===== src/lcr_pkg.sv =====
/*
 * Constants and types for the link interface command register block:
 * offset, field positions, type codes, reset values and timing.
 * Assumes a single 100 MHz clock shared by every user of the package.
 */
package lcr_pkg;

    // ------------------------------------------------------------------
    // Register map.
    // ------------------------------------------------------------------
    localparam logic [7:0]  LCR_CMD_OFS       = 8'h02;  // Command register byte offset.
    localparam int unsigned LCR_LINKS         = 2;      // Link control copies in the block.

    // ------------------------------------------------------------------
    // Field positions shared by both layouts.
    // ------------------------------------------------------------------
    localparam int unsigned LCR_TYPE_LSB      = 13;
    localparam int unsigned LCR_DROP_BIT      = 12;
    localparam int unsigned LCR_LANE_HI_LSB   = 8;

    // Slave layout positions.
    localparam int unsigned LCR_S_BASE_LSB    = 0;
    localparam int unsigned LCR_S_COUNT_LSB   = 5;
    localparam int unsigned LCR_S_UPLINK_BIT  = 10;
    localparam int unsigned LCR_S_ROUTE_BIT   = 11;

    // Host layout positions.
    localparam int unsigned LCR_H_WARMSEL_BIT = 0;
    localparam int unsigned LCR_H_DUAL_BIT    = 1;
    localparam int unsigned LCR_H_SLOT_LSB    = 2;
    localparam int unsigned LCR_H_ORIGIN_BIT  = 7;
    localparam int unsigned LCR_H_CLOAK_BIT   = 8;
    localparam int unsigned LCR_H_FOLLOW_BIT  = 10;
    localparam int unsigned LCR_H_FAULT_BIT   = 11;

    // Bits that carry a field in each layout, type field included.
    localparam logic [15:0] LCR_S_DEFINED     = 16'hFFFF;
    localparam logic [15:0] LCR_H_DEFINED     = 16'hFDFF;

    // ------------------------------------------------------------------
    // Capability type codes.
    // ------------------------------------------------------------------
    localparam logic [2:0]  LCR_TYPE_SLAVE    = 3'h0;
    localparam logic [2:0]  LCR_TYPE_HOST     = 3'h1;
    localparam logic [4:0]  LCR_TYPE_IRQ      = 5'h10;
    localparam logic [4:0]  LCR_TYPE_REVID    = 5'h11;
    localparam logic [4:0]  LCR_TYPE_RETRY    = 5'h18;
    localparam logic [4:0]  LCR_RSVD_A_LO     = 5'h09;
    localparam logic [4:0]  LCR_RSVD_A_HI     = 5'h0F;
    localparam logic [4:0]  LCR_RSVD_B_LO     = 5'h1A;

    // ------------------------------------------------------------------
    // Reset values.
    // ------------------------------------------------------------------
    localparam logic [4:0]  LCR_ID_RST        = 5'h00;
    localparam logic        LCR_WARMSEL_RST   = 1'b1;
    localparam logic        LCR_BIT_CLR       = 1'b0;
    localparam logic [4:0]  LCR_UNIT_COUNT    = 5'h01;  // Identifiers owned by the device.

    // ------------------------------------------------------------------
    // Timing.
    // ------------------------------------------------------------------
    localparam int unsigned LCR_CLK_NS        = 10;
    localparam int unsigned LCR_STALL_LIM_US  = 100;
    localparam int unsigned LCR_STALL_LIM_CYC = LCR_STALL_LIM_US * 1000 / LCR_CLK_NS;

    // Disposition of a packet headed for one link.
    typedef enum logic [1:0] {
        LCR_FORWARD,
        LCR_REJECT,
        LCR_STALL
    } lcr_disp_t;

    // True for a five-bit type code that lies in a reserved range.
    function automatic logic lcrTypeReserved(input logic [4:0] code);
        lcrTypeReserved = (code >= LCR_RSVD_A_LO && code <= LCR_RSVD_A_HI)
                          || (code >= LCR_RSVD_B_LO);
    endfunction

endpackage


===== src/lcr_link_disposition.sv =====
/*
 * Per-link packet disposition: forward, reject or stall, with a stall
 * watchdog. Assumes its status inputs come from logic on the same clock.
 */
`timescale 1ns/100ps
module lcr_link_disposition
    import lcr_pkg::*;
#(
    parameter int unsigned STALL_LIMIT = LCR_STALL_LIM_CYC
) (
    input  wire logic      clk,           // System clock.
    input  wire logic      reset_n,       // Asynchronous cold reset, active low.
    input  wire logic      chainTerm,     // Link is marked as chain end.
    input  wire logic      initDone,      // Link initialisation complete.
    input  wire logic      dropUninit,    // Reject instead of stalling.
    output lcr_disp_t      disposition,   // Registered disposition.
    output logic           stallTimeout   // Stall lasted past the limit.
);

    lcr_disp_t   disp_q,   disp_d;
    logic [15:0] stallCnt_q, stallCnt_d;
    logic        tmo_q,    tmo_d;

    // Decide the disposition and count how long a stall lasts.
    always_comb begin
        if (chainTerm) begin
            disp_d = LCR_REJECT;
        end else if (initDone) begin
            disp_d = LCR_FORWARD;
        end else if (dropUninit) begin
            disp_d = LCR_REJECT;
        end else begin
            disp_d = LCR_STALL;
        end
        stallCnt_d = 16'h0000;
        tmo_d      = 1'b0;
        if (disp_d == LCR_STALL) begin
            tmo_d = tmo_q || (stallCnt_q == 16'(STALL_LIMIT - 1));
            if (!tmo_d) begin
                stallCnt_d = stallCnt_q + 16'h0001;
            end
        end
    end

    // Register the disposition and the watchdog state.
    always_ff @(posedge clk or negedge reset_n) begin
        if (!reset_n) begin
            disp_q     <= LCR_STALL;
            stallCnt_q <= 16'h0000;
            tmo_q      <= 1'b0;
        end else begin
            disp_q     <= disp_d;
            stallCnt_q <= stallCnt_d;
            tmo_q      <= tmo_d;
        end
    end

    assign disposition  = disp_q;
    assign stallTimeout = tmo_q;
endmodule


===== src/lcr_command_reg.sv =====
/*
 * Command register of a link interface capability block, slave or host
 * layout chosen by a parameter, with its routing and reset side effects.
 * Assumes configuration accesses, link status and the warm reset request
 * all arrive synchronous to clk; reset_n is the cold reset.
 */
`timescale 1ns/100ps
module lcr_command_reg
    import lcr_pkg::*;
#(
    parameter bit          LAYOUT_HOST   = 1'b0,              // Host layout when set.
    parameter bit          TWO_LINKS     = 1'b1,              // Slave has both links.
    parameter bit          DOUBLE_HOSTED = 1'b1,              // Host shares its chain.
    parameter int unsigned STALL_LIMIT   = LCR_STALL_LIM_CYC  // Stall watchdog in cycles.
) (
    input  wire logic        clk,             // System clock, 100 MHz.
    input  wire logic        reset_n,         // Asynchronous cold reset, active low.
    input  wire logic        warmReset,       // Synchronous warm reset request.
    input  wire logic [7:0]  cfgAddr,         // Byte offset in the capability block.
    input  wire logic        cfgWrite,        // Configuration write strobe.
    input  wire logic        cfgRead,         // Configuration read strobe.
    input  wire logic [1:0]  cfgByteEn,       // Byte lanes of the write.
    input  wire logic [15:0] cfgWrData,       // Write data.
    input  wire logic        cfgLink,         // Link of a write, or chain side for host.
    output logic      [15:0] cfgRdData,       // Read data, registered.
    output logic             cfgRdValid,      // Read data valid pulse.
    input  wire logic [4:0]  reqUnitId,       // Identifier of an incoming packet.
    output logic             unitIdHit,       // Identifier belongs to this device.
    input  wire logic [1:0]  linkInitDone,    // Per-link initialisation complete.
    input  wire logic [1:0]  linkChainTerminated, // Per-link chain end flag.
    output lcr_disp_t        linkDisp [LCR_LINKS], // Per-link packet disposition.
    output logic      [1:0]  linkStallTimeout, // Per-link stall watchdog fired.
    output logic      [4:0]  firstNodeId,     // Base identifier in use.
    output logic             upstreamLink,    // Link toward the master host.
    output logic             routeAway,       // Send requests away from host.
    output logic             respBridgeFlag,  // Mark responses as from bridge.
    output logic             hostRouting,     // Use host routing rules.
    output logic      [4:0]  hostSlot,        // Device number answered from chain.
    output logic             chainCfgHidden,  // Chain config accesses hidden.
    input  wire logic        farHostEocErr,   // Far host packet hit chain end.
    input  wire logic        secBusReset,     // Secondary bus reset control level.
    output logic             powerGoodLine,   // Power good to the chain.
    output logic             chainReset_n     // Chain reset, active low.
);

    // ------------------------------------------------------------------
    // Decode.
    // ------------------------------------------------------------------

    logic cmdHit;
    logic wrLo;
    logic wrHi;
    logic cmdWrite;

    // A write lands when the offset matches; lanes select the bytes.
    assign cmdHit   = (cfgAddr == LCR_CMD_OFS);
    assign cmdWrite = cfgWrite && cmdHit;
    assign wrLo     = cmdWrite && cfgByteEn[0];
    assign wrHi     = cmdWrite && cfgByteEn[1];

    // ------------------------------------------------------------------
    // Command register state.
    // ------------------------------------------------------------------

    logic [4:0] baseId_q,   baseId_d;
    logic       upLink_q,   upLink_d;
    logic       route_q,    route_d;
    logic       drop_q,     drop_d;
    logic       warmSel_q,  warmSel_d;
    logic       dual_q,     dual_d;
    logic [4:0] slot_q,     slot_d;
    logic       cloak_q,    cloak_d;
    logic       follow_q,   follow_d;
    logic       followOn_q, followOn_d;
    logic       fault_q,    fault_d;

    // Next values: writes first, then hardware events, then warm reset.
    always_comb begin
        baseId_d   = baseId_q;
        upLink_d   = upLink_q;
        route_d    = route_q;
        drop_d     = drop_q;
        warmSel_d  = warmSel_q;
        dual_d     = dual_q;
        slot_d     = slot_q;
        cloak_d    = cloak_q;
        follow_d   = follow_q;
        followOn_d = followOn_q;
        fault_d    = fault_q;
        if (!LAYOUT_HOST) begin
            if (wrLo) begin
                baseId_d = cfgWrData[LCR_S_BASE_LSB +: 5];
            end
            if (cmdWrite && TWO_LINKS) begin
                upLink_d = cfgLink;
            end
            if (wrHi && TWO_LINKS) begin
                route_d = cfgWrData[LCR_S_ROUTE_BIT];
            end
        end else begin
            if (wrLo) begin
                warmSel_d = cfgWrData[LCR_H_WARMSEL_BIT];
                dual_d    = DOUBLE_HOSTED && cfgWrData[LCR_H_DUAL_BIT];
                slot_d    = cfgWrData[LCR_H_SLOT_LSB +: 5];
            end
            if (wrHi && DOUBLE_HOSTED) begin
                cloak_d  = cfgWrData[LCR_H_CLOAK_BIT];
                follow_d = cfgWrData[LCR_H_FOLLOW_BIT];
            end
            if (wrHi && cfgWrData[LCR_H_FAULT_BIT]) begin
                fault_d = LCR_BIT_CLR;
            end
            if (farHostEocErr) begin
                fault_d = 1'b1;
            end
        end
        if (wrHi) begin
            drop_d = cfgWrData[LCR_DROP_BIT];
        end
        if (warmReset) begin
            baseId_d   = LCR_ID_RST;
            upLink_d   = LCR_BIT_CLR;
            route_d    = LCR_BIT_CLR;
            warmSel_d  = LCR_WARMSEL_RST;
            dual_d     = LCR_BIT_CLR;
            cloak_d    = LCR_BIT_CLR;
            followOn_d = follow_q;
        end
    end

    // Cold reset restores every field; warm fields follow in the comb.
    always_ff @(posedge clk or negedge reset_n) begin
        if (!reset_n) begin
            baseId_q   <= LCR_ID_RST;
            upLink_q   <= LCR_BIT_CLR;
            route_q    <= LCR_BIT_CLR;
            drop_q     <= LCR_BIT_CLR;
            warmSel_q  <= LCR_WARMSEL_RST;
            dual_q     <= LCR_BIT_CLR;
            slot_q     <= LCR_ID_RST;
            cloak_q    <= LCR_BIT_CLR;
            follow_q   <= LCR_BIT_CLR;
            followOn_q <= LCR_BIT_CLR;
            fault_q    <= LCR_BIT_CLR;
        end else begin
            baseId_q   <= baseId_d;
            upLink_q   <= upLink_d;
            route_q    <= route_d;
            drop_q     <= drop_d;
            warmSel_q  <= warmSel_d;
            dual_q     <= dual_d;
            slot_q     <= slot_d;
            cloak_q    <= cloak_d;
            follow_q   <= follow_d;
            followOn_q <= followOn_d;
            fault_q    <= fault_d;
        end
    end

    // ------------------------------------------------------------------
    // Read path and reset sequencing.
    // ------------------------------------------------------------------

    logic [15:0] view;
    logic [15:0] rdData_q, rdData_d;
    logic        rdValid_q, rdValid_d;
    logic        pgood_q,  pgood_d;
    logic        chRst_q,  chRst_d;

    // Assemble the visible word; bits left unassigned stay zero.
    always_comb begin
        view = 16'h0000;
        if (!LAYOUT_HOST) begin
            view[LCR_TYPE_LSB +: 3]      = LCR_TYPE_SLAVE;
            view[LCR_S_BASE_LSB +: 5]    = baseId_q;
            view[LCR_S_COUNT_LSB +: 5]   = LCR_UNIT_COUNT;
            view[LCR_S_UPLINK_BIT]       = upLink_q;
            view[LCR_S_ROUTE_BIT]        = route_q;
        end else begin
            view[LCR_TYPE_LSB +: 3]      = LCR_TYPE_HOST;
            view[LCR_H_WARMSEL_BIT]      = warmSel_q;
            view[LCR_H_DUAL_BIT]         = dual_q;
            view[LCR_H_SLOT_LSB +: 5]    = slot_q;
            view[LCR_H_ORIGIN_BIT]       = DOUBLE_HOSTED && cfgLink;
            view[LCR_H_CLOAK_BIT]        = !DOUBLE_HOSTED || cloak_q;
            view[LCR_H_FOLLOW_BIT]       = follow_q;
            view[LCR_H_FAULT_BIT]        = fault_q;
        end
        view[LCR_DROP_BIT] = drop_q;
        rdData_d  = (cfgRead && cmdHit) ? view : 16'h0000;
        rdValid_d = cfgRead;
        // A cold secondary reset drops power good with the chain reset.
        pgood_d   = !(LAYOUT_HOST && secBusReset && !warmSel_q);
        chRst_d   = !secBusReset;
    end

    // Register read data and the reset pins.
    always_ff @(posedge clk or negedge reset_n) begin
        if (!reset_n) begin
            rdData_q  <= 16'h0000;
            rdValid_q <= 1'b0;
            pgood_q   <= 1'b1;
            chRst_q   <= 1'b1;
        end else begin
            rdData_q  <= rdData_d;
            rdValid_q <= rdValid_d;
            pgood_q   <= pgood_d;
            chRst_q   <= chRst_d;
        end
    end

    assign cfgRdData     = rdData_q;
    assign cfgRdValid    = rdValid_q;
    assign powerGoodLine = pgood_q;
    assign chainReset_n  = chRst_q;

    // ------------------------------------------------------------------
    // Identity and routing outputs.
    // ------------------------------------------------------------------

    logic [4:0] idOffset;

    // A follower host uses its slot as base and routes as an ordinary node.
    assign firstNodeId    = !LAYOUT_HOST ? baseId_q
                          : (followOn_q ? slot_q : LCR_ID_RST);
    assign respBridgeFlag = LAYOUT_HOST && !followOn_q;
    assign hostRouting    = LAYOUT_HOST && !followOn_q;
    assign upstreamLink   = upLink_q;
    assign routeAway      = route_q;
    assign hostSlot       = slot_q;
    assign chainCfgHidden = LAYOUT_HOST && (!DOUBLE_HOSTED || cloak_q);

    // Claim identifiers from base up to base plus count minus one.
    assign idOffset  = reqUnitId - firstNodeId;
    assign unitIdHit = LAYOUT_HOST ? (reqUnitId == firstNodeId)
                                   : (idOffset < LCR_UNIT_COUNT);

    // ------------------------------------------------------------------
    // Per-link disposition.
    // ------------------------------------------------------------------

    for (genvar i = 0; i < LCR_LINKS; i++) begin : g_link
        lcr_link_disposition #(
            .STALL_LIMIT (STALL_LIMIT)
        ) u_disp (
            .clk          (clk),
            .reset_n      (reset_n),
            .chainTerm    (linkChainTerminated[i]),
            .initDone     (linkInitDone[i]),
            .dropUninit   (drop_q),
            .disposition  (linkDisp[i]),
            .stallTimeout (linkStallTimeout[i])
        );
    end
endmodule


===== config.mk =====
export PLATFORM = sky130hd
export DESIGN_NAME = lcr_command_reg
export DESIGN_NICKNAME = d
export VERILOG_FILES = /design/src/lcr_pkg.sv /design/src/lcr_link_disposition.sv /design/src/lcr_command_reg.sv
export SDC_FILE = /design/constraint.sdc
export NUM_CORES = 1
export LEC_CHECK = 0
export ABC_AREA = 1
export BUFFER_PORTS_ARGS = -buffer_cell sky130_fd_sc_hd__buf_4
export CAP_MARGIN = 20
export CORE_ASPECT_RATIO = 0.75
export CORE_MARGIN = 5
export CORE_UTILIZATION = 47
export DETAILED_ROUTE_END_ITERATION = 8
export MAX_ROUTING_LAYER = met4
export PLACE_DENSITY = 0.73
export REMOVE_ABC_BUFFERS = 1
export SYNTH_ARGS = -nofsm -noshare
export SYNTH_HDL_FRONTEND = slang
export SYNTH_SLANG_ARGS = --single-unit

===== constraint.sdc =====
create_clock -name clk -period 1.71 [get_ports clk]
set_input_delay 0.342 -clock clk [delete_from_list [all_inputs] [get_ports clk]]
set_output_delay 0.342 -clock clk [all_outputs]
set_load 0.02 [all_outputs]

==> flow_summary.yaml <==
status:
  status: "finished, violations left"
  violations: "setup timing"
layout:
  postLayoutCellArea_sq_um: 3810
  area_delta_synth_final_pct: 23.2
  nets: 501
  fill_cells: 553
  drive_above_1_share_pct: 23.2
  n_antenna_cell: 0
drt:
  dr.pass1.iters: 4
  num_vias: 2510
  drt_wl_total_um: 6460
  ant_nets: 0
  first_iter_violations: 122
  avgViaCountPerCell: 4.67
  route.detailed.drc: 0
  wl_per_cell_um: 12.0
logic_synthesis:
  synth_top_area_cell: "dfrtp_1"
  synthDominantCellAreaShare_pct: 43.7
  yosysMostFrequentCell: "nor2_1"
  synth.top_cells.by_count: "nor2_1, nand2_1, dfrtp_1"
  synth.yosys.seq_area_share_pct: 46.3
  async_reset_ff_share_pct: 100
  yosysWarnings: 0
  syn_area_sq_um: 3090
  postSynthCellCount: 380
  synthDistinctLibCells: 27
  synth_ff_type: "dfrtp_1"
  synth_edf_count: 0
  synth.area.top_cells: "dfrtp_1, nor2_1, nand2_1, inv_1, buf_4"
  synth_area_per_cell_sq_um: 8.13
  ys_ff_latch: 57
worst_setup_path:
  critPathKind: "flop to output port"
  crit_path_end_kind: "output port"
  crit_arrival_ps: 1850
  cp_max_fo: 2
  cp-start-kind: "flop"
  crit_required_ps: 1370
global_routing:
  overflow: 0
  first_global_vias: 2588
  grt_max_degree: 28
  antenna_found_initial: 0
  grt_use_total_pct: 17.5
  grt_pass1_wl_um: 11500
sta:
  fin_crit_ps: 2190
  hold_ws_ps: 108
  fin_ws_ps: -480
  period_share_pct: 128
  hold_viol_final: 0
  drv_slew: 0
  setup_viol: 1
  fin_skew_ps: 8.85
  clock.fmax_mhz: 457
  rsz0062_at_grt: "yes"
clock_network:
  htreeDepth: 3
  clockRootBuffer: "clkbuf_8"
  clk_pin_slew_worst_paths_ps: 60
  numCtsBuffers: 9
  clk_path_buf_depth: 2
  clock-sinks: 57
  clk_latency_ps: 330
  cts_tree: "built"
die:
  rows: 25
  core_area_sq_um: 6350
  dieArea_sq_um: 8310
  io_pins: 84
  chipHeight_um: 80.2
  initial_core_util_pct: 48.7
  dieWidth_um: 104
placed_design:
  portBuffers: 57
  place_congestion: 0.854
  post_dp_cell_area_sq_um: 3580
  dp_slack_ps: -362
  dpl.hpwl_um: 5040
job:
  maxCapViolations: 0
pwr:
  peakVddDrop_uv: 338
  p_leak_nw: 1.76
  total_power_mw: 2.89
  p_per_area_nw_per_um2: 758
hold_path:
  hold_class: "primary input to flop"
==> state kept, by name (all words and copies together) (netlist names) <==
name and flops:
cfgRdData 9, g_link.u_disp.disposition 4, firstNodeId 5, g_link.u_disp.stallCnt_q 32, cfgRdValid 1, routeAway 1
g_link.u_disp.stallTimeout 2, chainReset_n 1, drop_q 1, upstreamLink 1
==> cell type report <==
cell class | count | area (sq um) | share of cell area (%)
Inverter | 45 | 169 | 4.44
Clock buffer | 13 | 169 | 4.44
Tap cell | 81 | 101 | 2.66
Clock inverter | 3 | 15.0 | 0.394
Multi-Input combinational cell | 272 | 1410 | 37.1
Timing Repair Buffer | 66 | 510 | 13.4
Sequential cell | 57 | 1430 | 37.6
==> per-layer routing <==
layer  vias up  routed length [um]  track usage, %
li1       1295                   -               -
met1      1122                2970            21.1
met2        83                3000            27.6
met3        10                 384            5.22
met4         0                 101            7.21
met5         -                   0               -
==> timing repair <==
action                     4_1_cts  5_1_grt
setup endpoints to repair        1       15
hold buffers                     1        0
setup buffers                    1        0
pin swaps                        0        0
resized for setup                4        2
hold endpoints to repair        19        0
==> per-stage QoR <==
| stage | setup TNS [ps] | std cells | util (%) |
|---|---|---|---|
| 3_3_place_gp | -316 | 519 | 56.4 |
| 4_1_cts | -501 | 537 | 59.7 |
| 3_5_place_dp | -362 | 519 | 56.4 |
| 2_1_floorplan | -374 | 374 | - |
| 6_report | -480 | 537 | 59.9 |
| 5_1_grt | -585 | 537 | 59.9 |
==> where the power goes <==
group	leakage, nW	internal (mW)	switching [mW]	total [mW]
logic	0.891	0.149	0.199	0.347
registers	0.771	1.38	0.0166	1.39
clock network	0.0992	0.637	0.509	1.15
total	1.76	2.16	0.724	2.89
==> cells by family (layout without fill, tap and decap cells) <==
family	count (synthesis)	in the layout	share of synthesized area, %
DFF	57	57	46.3
buffers and inverters	65	127	10.6
other	2	16	0.243
and+or+nand+nor	215	215	31.6
adders and majority gates	7	7	3.08
xor gates and xnor gates	19	19	5.38
AOI/OAI and AO/OA	15	15	2.83
==> cell usage in the layout (no fill, tap or decap), types with 8 or more instances in the layout <==
cell type,n
xor2_1,14
buf_4,64
nor2_1,81
inv_1,42
a21oi_1,8
nand4_1,9
conb_1,16
nand3_1,15
clkbuf_8,12
nand2_1,74
dfrtp_1,54
nor3_1,12
==> final timing paths <==
check                      slack, ps  cells past startpoint                              end                           start
max                             -480                      7                        unitIdHit                  firstNodeId[0]
min                              110                      2                     chainReset_n                     secBusReset
max reg2reg                      220                      8   g_link[1].u_disp.stallCnt_q[2]  g_link[1].u_disp.stallCnt_q[0]
min reg2reg                      490                      1   g_link[0].u_disp.stallCnt_q[0]  g_link[0].u_disp.stallCnt_q[0]
max in group asynchronous        750                      3  g_link[0].u_disp.disposition[1]                         reset_n
min in group asynchronous        440                      2  g_link[0].u_disp.stallCnt_q[14]                         reset_n
==> critical path, cell delays in order (launching register included) <==
cell,delay [ps]
dfrtp_1,380
ha_2,170
inv_2,60
fa_2,430
nor3_2,160
nand3b_1,80
nor2_1,80
buf_4,140
Power figures use the tool's default switching activity.
